File: config.mk
export PLATFORM = sky130hd
export DESIGN_NAME = bus_port_config
export DESIGN_NICKNAME = d
export VERILOG_FILES = /design/src/rtl/bus_port_pkg.sv /design/src/rtl/line_sync.sv /design/src/rtl/sda_delay.sv /design/src/rtl/bus_port_config.sv
export SDC_FILE = /design/constraint.sdc
export NUM_CORES = 1
export LEC_CHECK = 0
export BUFFER_PORTS_ARGS = -buffer_cell sky130_fd_sc_hd__buf_2
export CORE_MARGIN = 2
export CORE_UTILIZATION = 35
export CTS_CLUSTER_DIAMETER = 150
export DETAILED_ROUTE_END_ITERATION = 10
export SETUP_SLACK_MARGIN = 0.15
export SYNTH_ARGS = -nofsm -noshare
export SYNTH_HDL_FRONTEND = slang
export SYNTH_SLANG_ARGS = --single-unit
File: constraint.sdc
create_clock -name pclk -period 2.8 [get_ports pclk]
set_input_delay 0.56 -clock pclk [delete_from_list [all_inputs] [get_ports pclk]]
set_output_delay 0.56 -clock pclk [all_outputs]
set_load 0.005 [all_outputs]
File: src/rtl/bus_port_pkg.sv
// Purpose: shared constants for the serial bus port configuration block
// Assumes: pclk at 10 MHz, APB with 32-bit data
// Notes:   offsets are register indices; the APB byte address is four
//          times the index
package bus_port_pkg;

  // ----------------------------------------------------------------------
  // register map
  // ----------------------------------------------------------------------
  localparam logic [7:0]  CFG_OFFSET    = 8'hc1;
  localparam logic [7:0]  STATUS_OFFSET = 8'hc2;
  localparam logic [7:0]  MASK_OFFSET   = 8'hc3;
  // one aligned 32-bit word per register index
  localparam logic [11:0] CFG_ADDR      = {2'b00, CFG_OFFSET, 2'b00};
  localparam logic [11:0] STATUS_ADDR   = {2'b00, STATUS_OFFSET, 2'b00};
  localparam logic [11:0] MASK_ADDR     = {2'b00, MASK_OFFSET, 2'b00};
  localparam logic [7:0] CFG_RESET     = 8'h00;
  localparam logic [7:0] STATUS_RESET  = 8'h00;
  localparam logic [7:0] MASK_RESET    = 8'h00;

  // ----------------------------------------------------------------------
  // configuration field positions
  // ----------------------------------------------------------------------
  localparam int ENABLE_POS   = 7;
  localparam int INHIBIT_POS  = 6;
  localparam int BUSY_POS     = 5;
  localparam int EXTHOLD_POS  = 4;
  localparam int TOE_POS      = 3;
  localparam int FTE_POS      = 2;
  localparam int CS_HI_POS    = 1;
  localparam int CS_LO_POS    = 0;

  // status bit positions
  localparam int EV_START_POS = 0;
  localparam int EV_STOP_POS  = 1;
  localparam int EV_FREE_POS  = 2;
  localparam int EV_SLAVE_POS = 3;
  localparam int EV_MAST_POS  = 4;

  // ----------------------------------------------------------------------
  // clock source codes
  // ----------------------------------------------------------------------
  localparam logic [1:0] CS_TIMER0    = 2'h0;
  localparam logic [1:0] CS_TIMER1    = 2'h1;
  localparam logic [1:0] CS_TIMER2_HI = 2'h2;
  localparam logic [1:0] CS_TIMER2_LO = 2'h3;

  // ----------------------------------------------------------------------
  // timing
  // ----------------------------------------------------------------------
  localparam int FREE_PERIODS   = 10;
  localparam int PHASE_PERIODS  = 1;
  localparam int SETUP_EXT_CLKS = 11;
  localparam int HOLD_EXT_CLKS  = 12;
  localparam int HOLD_STD_CLKS  = 3;

endpackage : bus_port_pkg

File: src/rtl/line_sync.sv
// Purpose: two-flop synchroniser for a single pin level
// Assumes: input is asynchronous to pclk
// Notes:   first stage is read only by the second stage
module line_sync (
  input  wire logic pclk,
  input  wire logic presetn,
  input  wire logic din,
  output logic      dout
);

  logic meta;

  always_ff @(posedge pclk or negedge presetn) begin
    if (!presetn) begin
      meta <= 1'b1;
      dout <= 1'b1;
    end else begin
      meta <= din;
      dout <= meta;
    end
  end

endmodule : line_sync

File: src/rtl/sda_delay.sv
// Purpose: holds the outgoing data level stable for a timed window
// Assumes: request strobes arrive on pclk
// Notes:   new level launches after the hold count from the clock fall
module sda_delay (
  input  wire logic       pclk,
  input  wire logic       presetn,
  input  wire logic       scl_fall,
  input  wire logic       data_in,
  input  wire logic [3:0] hold_clks,
  output logic            data_out
);

  logic [3:0] cnt;

  // data may only change once the hold window after a clock fall ends
  always_ff @(posedge pclk or negedge presetn) begin
    if (!presetn) begin
      cnt      <= 4'h0;
      data_out <= 1'b1;
    end else if (scl_fall) begin
      cnt <= hold_clks;
    end else if (cnt != 4'h0) begin
      cnt <= cnt - 4'h1;
    end else begin
      data_out <= data_in;
    end
  end

endmodule : sda_delay

File: src/rtl/bus_port_config.sv
// Purpose: configuration, busy tracking and timeout supervision of port 0
// Assumes: APB slave on pclk, bus pins asynchronous, timers outside
// Notes:   byte engine lives elsewhere; this block gives it timing help
//
// Behaviour
// - enable bit makes port watch both lines
// - inhibit bit suppresses slave event interrupts
// - busy flag set while transfer runs
// - busy cleared on stop or free timeout
// - hold extension bit picks data timing
// - extended 11 setup, 12 hold; else 3
// - timeout enable reloads timer while clock high
// - split timer reloads only upper byte
// - free after ten source periods both high
// - two-bit field picks overflow clock source
// - code 00 timer 0, 11 timer2 low
// - code 01 timer 1, 10 timer2 high
// - master phases last one overflow period
//
// The APB register port was decided locally.
module bus_port_config
  import bus_port_pkg::*;
(
  input  wire logic        pclk,
  input  wire logic        presetn,
  input  wire logic        psel,
  input  wire logic        penable,
  input  wire logic        pwrite,
  input  wire logic [11:0] paddr,
  input  wire logic [31:0] pwdata,
  output logic [31:0]      prdata,
  output logic             pready,
  output logic             pslverr,
  input  wire logic        port_clock_line_in,
  input  wire logic        port_data_line_in,
  input  wire logic        timer0_ovf,
  input  wire logic        timer1_ovf,
  input  wire logic        timer2_hi_ovf,
  input  wire logic        timer2_lo_ovf,
  input  wire logic        sup_timer_split,
  input  wire logic        slave_event,
  input  wire logic        master_event,
  input  wire logic        engine_data,
  output logic             engine_data_out,
  output logic             sup_reload_full,
  output logic             sup_reload_high,
  output logic             phase_ok,
  output logic             port_irq,
  output logic             port_active
);

  // ----------------------------------------------------------------------
  // registers
  // ----------------------------------------------------------------------
  logic [7:0] cfg;
  logic       transfer_busy_flag;
  logic [4:0] status;
  logic [4:0] mask;

  logic port_enable_bit;
  logic slave_inhibit_bit;
  logic hold_extension_bit;
  logic clock_low_timeout_enable;
  logic bus_free_timeout_enable;
  logic [1:0] clock_source_select;

  assign port_enable_bit          = cfg[ENABLE_POS];
  assign slave_inhibit_bit        = cfg[INHIBIT_POS];
  assign hold_extension_bit       = cfg[EXTHOLD_POS];
  assign clock_low_timeout_enable = cfg[TOE_POS];
  assign bus_free_timeout_enable  = cfg[FTE_POS];
  assign clock_source_select      = cfg[CS_HI_POS:CS_LO_POS];

  // ----------------------------------------------------------------------
  // pin synchronisers and line events
  // ----------------------------------------------------------------------
  logic scl_s;
  logic sda_s;
  logic scl_q;
  logic sda_q;

  line_sync u_scl_sync (
    .pclk    (pclk),
    .presetn (presetn),
    .din     (port_clock_line_in),
    .dout    (scl_s)
  );

  line_sync u_sda_sync (
    .pclk    (pclk),
    .presetn (presetn),
    .din     (port_data_line_in),
    .dout    (sda_s)
  );

  always_ff @(posedge pclk or negedge presetn) begin
    if (!presetn) begin
      scl_q <= 1'b1;
      sda_q <= 1'b1;
    end else begin
      scl_q <= scl_s;
      sda_q <= sda_s;
    end
  end

  logic start_det;
  logic stop_det;
  logic scl_fall;
  logic scl_rise;

  // lines are watched only while enabled
  assign start_det = port_enable_bit && scl_s && sda_q && !sda_s;
  assign stop_det  = port_enable_bit && scl_s && !sda_q && sda_s;
  assign scl_fall  = port_enable_bit && scl_q && !scl_s;
  assign scl_rise  = port_enable_bit && !scl_q && scl_s;

  // ----------------------------------------------------------------------
  // clock source selection
  // ----------------------------------------------------------------------
  function automatic logic pick_source(input logic [1:0] sel,
                                       input logic t0,
                                       input logic t1,
                                       input logic t2h,
                                       input logic t2l);
    logic r;
    r = 1'b0;
    unique case (sel)
      CS_TIMER0:    r = t0;
      CS_TIMER1:    r = t1;
      CS_TIMER2_HI: r = t2h;
      CS_TIMER2_LO: r = t2l;
    endcase
    return r;
  endfunction : pick_source

  logic ovf_tick;
  assign ovf_tick = pick_source(clock_source_select, timer0_ovf,
                                timer1_ovf, timer2_hi_ovf,
                                timer2_lo_ovf);

  // ----------------------------------------------------------------------
  // bus free detection
  // ----------------------------------------------------------------------
  logic [3:0] free_cnt;
  logic       free_tmo;

  // counts whole source periods with both lines high; any low restarts
  always_ff @(posedge pclk or negedge presetn) begin
    if (!presetn) begin
      free_cnt <= 4'h0;
    end else if (!(scl_s && sda_s) || !bus_free_timeout_enable ||
                 !port_enable_bit) begin
      free_cnt <= 4'h0;
    end else if (ovf_tick && free_cnt <= 4'(FREE_PERIODS)) begin
      free_cnt <= free_cnt + 4'h1;
    end
  end

  // more than ten periods: the eleventh tick qualifies
  assign free_tmo = ovf_tick && scl_s && sda_s && port_enable_bit &&
                    bus_free_timeout_enable &&
                    free_cnt == 4'(FREE_PERIODS);

  // ----------------------------------------------------------------------
  // busy flag
  // ----------------------------------------------------------------------
  // line activity sets and clears it; a bus write clears it only by clearing the enable bit
  always_ff @(posedge pclk or negedge presetn) begin
    if (!presetn) begin
      transfer_busy_flag <= 1'b0;
    end else if (!port_enable_bit) begin
      transfer_busy_flag <= 1'b0;
    end else if (start_det) begin
      transfer_busy_flag <= 1'b1;
    end else if (stop_det || free_tmo) begin
      transfer_busy_flag <= 1'b0;
    end
  end

  // ----------------------------------------------------------------------
  // slave inhibit takes effect at once while idle, else at the next start or once busy clears
  // ----------------------------------------------------------------------
  logic inhibit_live;

  always_ff @(posedge pclk or negedge presetn) begin
    if (!presetn) begin
      inhibit_live <= 1'b0;
    end else if (start_det || !transfer_busy_flag) begin
      inhibit_live <= slave_inhibit_bit;
    end
  end

  // ----------------------------------------------------------------------
  // clock-low supervision
  // ----------------------------------------------------------------------
  always_ff @(posedge pclk or negedge presetn) begin
    if (!presetn) begin
      sup_reload_full <= 1'b0;
      sup_reload_high <= 1'b0;
    end else begin
      // split timer: only its upper byte is held while clock is high
      sup_reload_full <= clock_low_timeout_enable && port_enable_bit &&
                         scl_s && !sup_timer_split;
      sup_reload_high <= clock_low_timeout_enable && port_enable_bit &&
                         scl_s && sup_timer_split;
    end
  end
  // timer programming at 25 ms is the software's job

  // ----------------------------------------------------------------------
  // master phase timing: a phase may end after one overflow
  // ----------------------------------------------------------------------
  logic [1:0] phase_cnt;

  always_ff @(posedge pclk or negedge presetn) begin
    if (!presetn) begin
      phase_cnt <= 2'h0;
      phase_ok  <= 1'b0;
    end else if (scl_fall || scl_rise) begin
      phase_cnt <= 2'h0;
      phase_ok  <= 1'b0;
    end else if (ovf_tick && phase_cnt < 2'(PHASE_PERIODS)) begin
      phase_cnt <= phase_cnt + 2'h1;
      phase_ok  <= (phase_cnt + 2'h1) >= 2'(PHASE_PERIODS);
    end
  end

  // ----------------------------------------------------------------------
  // data line hold window
  // ----------------------------------------------------------------------
  // setup of 11 is met since hold plus launch precede the next rise
  logic [3:0] hold_clks;
  assign hold_clks = hold_extension_bit ? 4'(HOLD_EXT_CLKS)
                                        : 4'(HOLD_STD_CLKS);

  logic held_data;

  sda_delay u_sda_delay (
    .pclk      (pclk),
    .presetn   (presetn),
    .scl_fall  (scl_fall),
    .data_in   (engine_data),
    .hold_clks (hold_clks),
    .data_out  (held_data)
  );

  always_ff @(posedge pclk or negedge presetn) begin
    if (!presetn) begin
      engine_data_out <= 1'b1;
      port_active     <= 1'b0;
    end else begin
      engine_data_out <= held_data;
      port_active     <= port_enable_bit;
    end
  end

  // ----------------------------------------------------------------------
  // event status, mask and interrupt
  // ----------------------------------------------------------------------
  logic       wr_en;
  logic       rd_en;
  logic [4:0] ev_set;

  assign wr_en = psel && penable && pwrite;
  assign rd_en = psel && penable && !pwrite;

  always_comb begin
    ev_set = 5'h0;
    ev_set[EV_START_POS] = start_det;
    ev_set[EV_STOP_POS]  = stop_det;
    ev_set[EV_FREE_POS]  = free_tmo;
    ev_set[EV_SLAVE_POS] = slave_event && port_enable_bit &&
                           !inhibit_live;
    ev_set[EV_MAST_POS]  = master_event && port_enable_bit;
  end

  // a read clears only the bits it reported, so an event landing
  // between the answer and the access edge is not lost; an event in
  // the same cycle as the clear wins
  always_ff @(posedge pclk or negedge presetn) begin
    if (!presetn) begin
      status <= STATUS_RESET[4:0];
    end else if (rd_en && paddr == STATUS_ADDR) begin
      status <= (status & ~prdata[4:0]) | ev_set;
    end else begin
      status <= status | ev_set;
    end
  end

  always_ff @(posedge pclk or negedge presetn) begin
    if (!presetn) begin
      port_irq <= 1'b0;
    end else begin
      port_irq <= |(status & mask);
    end
  end

  // ----------------------------------------------------------------------
  // APB register access
  // ----------------------------------------------------------------------
  always_ff @(posedge pclk or negedge presetn) begin
    if (!presetn) begin
      cfg  <= CFG_RESET;
      mask <= MASK_RESET[4:0];
    end else if (wr_en && paddr == CFG_ADDR) begin
      cfg <= {pwdata[7:6], 1'b0, pwdata[4:0]};
    end else if (wr_en && paddr == MASK_ADDR) begin
      mask <= pwdata[4:0];
    end
  end

  // the setup cycle is answered at once: no wait states, so a master
  // that holds its request for the access phase always completes
  always_ff @(posedge pclk or negedge presetn) begin
    if (!presetn) begin
      prdata  <= 32'h0;
      pready  <= 1'b0;
      pslverr <= 1'b0;
    end else begin
      pready  <= psel && !pready;
      pslverr <= 1'b0;
      prdata  <= 32'h0;
      if (psel && !pready) begin
        unique case (paddr)
          CFG_ADDR: begin
            prdata <= {24'h0, cfg[7:6], transfer_busy_flag, cfg[4:0]};
          end
          STATUS_ADDR: begin
            prdata <= {27'h0, status};
          end
          MASK_ADDR: begin
            prdata <= {27'h0, mask};
          end
          default: begin
            pslverr <= 1'b1;
          end
        endcase
      end
    end
  end

endmodule : bus_port_config

==> flow_summary.ini <==
[synth]
synth_flop_cell = dfrtp_1
synth_most_common_cell = dfrtp_1
synth_edf_count = 0
netlist_area_mm2 = 0.00250
synth_top_area_cell = dfrtp_1
synth_common_cells = 44 x dfrtp_1, 25 x buf_4, 19 x mux2_2
ys_seq_elements = 52
netlist.area_leader.share_pct = 44.0
synth_warnings = 0
synth.area.top_cells = dfrtp_1 44%, mux2_2 8.5%, dfstp_2 8.4%
synth.avg_cell_area_um2 = 11.5
ys_seq_area_share_pct = 52.3
syn-instance-count = 217
yosysUniqueCellTypes = 47
async_reset_ff_share_pct = 100

[floorplanning]
fp.dieW_um = 88.6
rows = 30
core_mm2 = 0.00687
ios = 99
die_area_mm2 = 0.00785
die_h_um = 88.6
initial_core_util_pct = 36.5

[routing]
drtPass1Iterations = 4
routed_wl_um = 4760
num_vias = 1658
via_per_inst = 4.52
wl_per_cell_um = 13.0
first_iter_violations = 73
ant_nets = 0
drc = 0

[sta]
clock.fmax_ghz = 0.545
tightest_slew_ns = 0.648
rsz0062_at_grt = false
fin_skew_ns = 0.00370
drv_slew = 0
hold_viol = 0
maxSlewHeadroom_pct = 56.8
fin_tns_setup_ns = 0
hold_ws_ns = 0.353
setup_viol = 0
min_period_ns = 1.83
finalCritPeriodShare_pct = 65.5

[setup_path]
critPathKind = primary input to register
start_kind = primary input
cp_max_fo = 7
path_delay_family = simple AND/OR/NAND/NOR gates
crit_chain = buf_2 -> nor4_4 -> nand4_2 -> and4bb_2 -> mux2_2
worstSetupEndpointType = register
cp.required_ns = 2.98
critPathBufInv = 1
critPathArrivalTime_ns = 2.02
slowest_delay_ns = 0.49
cp_slowest_cell = and4bb_2
ff2ff_setup_slack_ns = 1.19

[power_and_ir_drop]
vdd.ir_drop.worst_v = 0.000215
p_leak_uw = 0.00142
p_clk_share_pct = 26.4
switchingPower_uw = 423
pwr_density_cell_mw_per_mm2 = 565
p_sw_share_pct = 26.1
comb_power_share_pct = 18.8
p_int_uw = 1190
seq_power_share_pct = 54.7

[clocking]
post_cts_buffers = 0
cts_tree = done
clk_latency_ns = 0.30
root_buffer = clkbuf_8
cts_buffer_depth = 2
htree_num_levels = 2
path_clk_slew_ns = 0.08
cts_resized = 0
hold_buffers = 0
cts_buffers = 5
cts.sinks = 52

[final_layout]
register_area_mm2 = 0.00131
multi_input_area_mm2 = 0.00103
nNetsFinal = 335
drive_gt1_share_pct = 34.7
fin_cells = 367
area_growth_pct = 14.2
n_fill_cell = 696
diodes = 0

[grt]
grt_util_all_layers_pct = 13.0
grt_max_degree = 53
grt_pass1_wl_um = 7730
overflow = 0
grt_pass1_vias = 1639
antenna_found_initial = 0

[placed_design]
routabilityCongestion = 0.770
io_buffers = 49
place_inst = 359
dp_hpwl_um = 3560

[hold_path]
hold_path.class = primary input to register

[run]
drv_cap = 0

[status]
status = complete, no violations
[logic make-up after synthesis]
kind of cell,after synthesis,synth area share [%]
AND/OR/NAND/NOR,61,14.2
flip-flops,52,52.3
buffers and inverters,40,9.79
AO/OA/AOI/OAI,33,9.59
multiplexers,21,9.84
adder cells (fa/ha/maj),6,3.00
XOR/XNOR,3,1.05
other,1,0.150
[registers in the layout, summed over array words and instances (netlist names), 2 cells and up]
signal           cells
prdata               8
cfg                  7
mask                 5
status               5
free_cnt             4
u_sda_delay.cnt      4
phase_cnt            2
[final timing paths]
| path | start | endpoint | cells after the start |
|---|---|---|---|
| min in group asynchronous | presetn | free_cnt[1] | 2 |
| setup reg to reg | u_scl_sync.dout | inhibit_live | 4 |
| hold reg to reg | u_sda_sync.meta | u_sda_sync.dout | 0 |
| setup / recovery | paddr[1] | cfg[6] | 5 |
| max in group asynchronous | presetn | prdata[0] | 2 |
| hold / removal | port_data_line_in | u_sda_sync.meta | 1 |
[metrics by stage]
stage / power (uW) / setup slack [ns] / util (%) / area [um2]
4_1_cts: 1650 / 0.952 / 41.7 / 2860
2_1_floorplan: 1140 / 0.891 / - / 2590
3_5_place_dp: 1210 / 0.623 / 40.3 / 2770
6_report: 1620 / 0.966 / 41.7 / 2860
3_3_place_gp: 1200 / 0.647 / 40.3 / 2770
5_1_grt: 1730 / 0.861 / 41.7 / 2860
[per-layer routing]
layer | track usage (%) | part of all wire, %
met1 | 17.3 | 45
met3 | 3.36 | 5.9
met4 | 4.96 | 1.9
met2 | 20.3 | 47
met5 | 0 | 0
[worst reg2reg max path, cell delays in order, from the launching register on]
cell,delay [ns]
dfstp_2,0.62
nand2_1,0.09
or3_1,0.37
nand2_1,0.10
mux2_2,0.32
[power by group through the flow]
| stage | Sequential (uW) | Clock, uW | Combinational [uW] |
|---|---|---|---|
| after global routing | 899 | 477 | 356 |
| after floorplan | 893 | 0 | 242 |
| after detailed placement | 901 | 0 | 309 |
| after CTS | 886 | 451 | 310 |
| after global placement | 898 | 0 | 300 |
| final | 885 | 427 | 305 |
[placed cells by master, fill, tap and decap left out, types with 3 or more instances in the layout]
master / count
or3_1: 3
nand3_1: 4
a21oi_1: 8
nor2b_1: 6
dfstp_2: 8
and2_1: 6
nand2_1: 10
nand3b_1: 3
clkbuf_8: 6
a22oi_1: 6
buf_2: 49
nor2_1: 15
inv_1: 12
ha_1: 6
mux2_2: 19
dfrtp_1: 44
o21ai_0: 3
conb_1: 24
[layout make-up]
cell class                      count  area share [%]
Inverter                           12            1.57
Multi-Input combinational cell    148            36.2
Timing Repair Buffer               51            9.09
Tap cell                           96            4.20
Clock buffer                        8            3.15
Sequential cell                    52            45.8
Note: power is estimated with default switching activity, not from simulation.
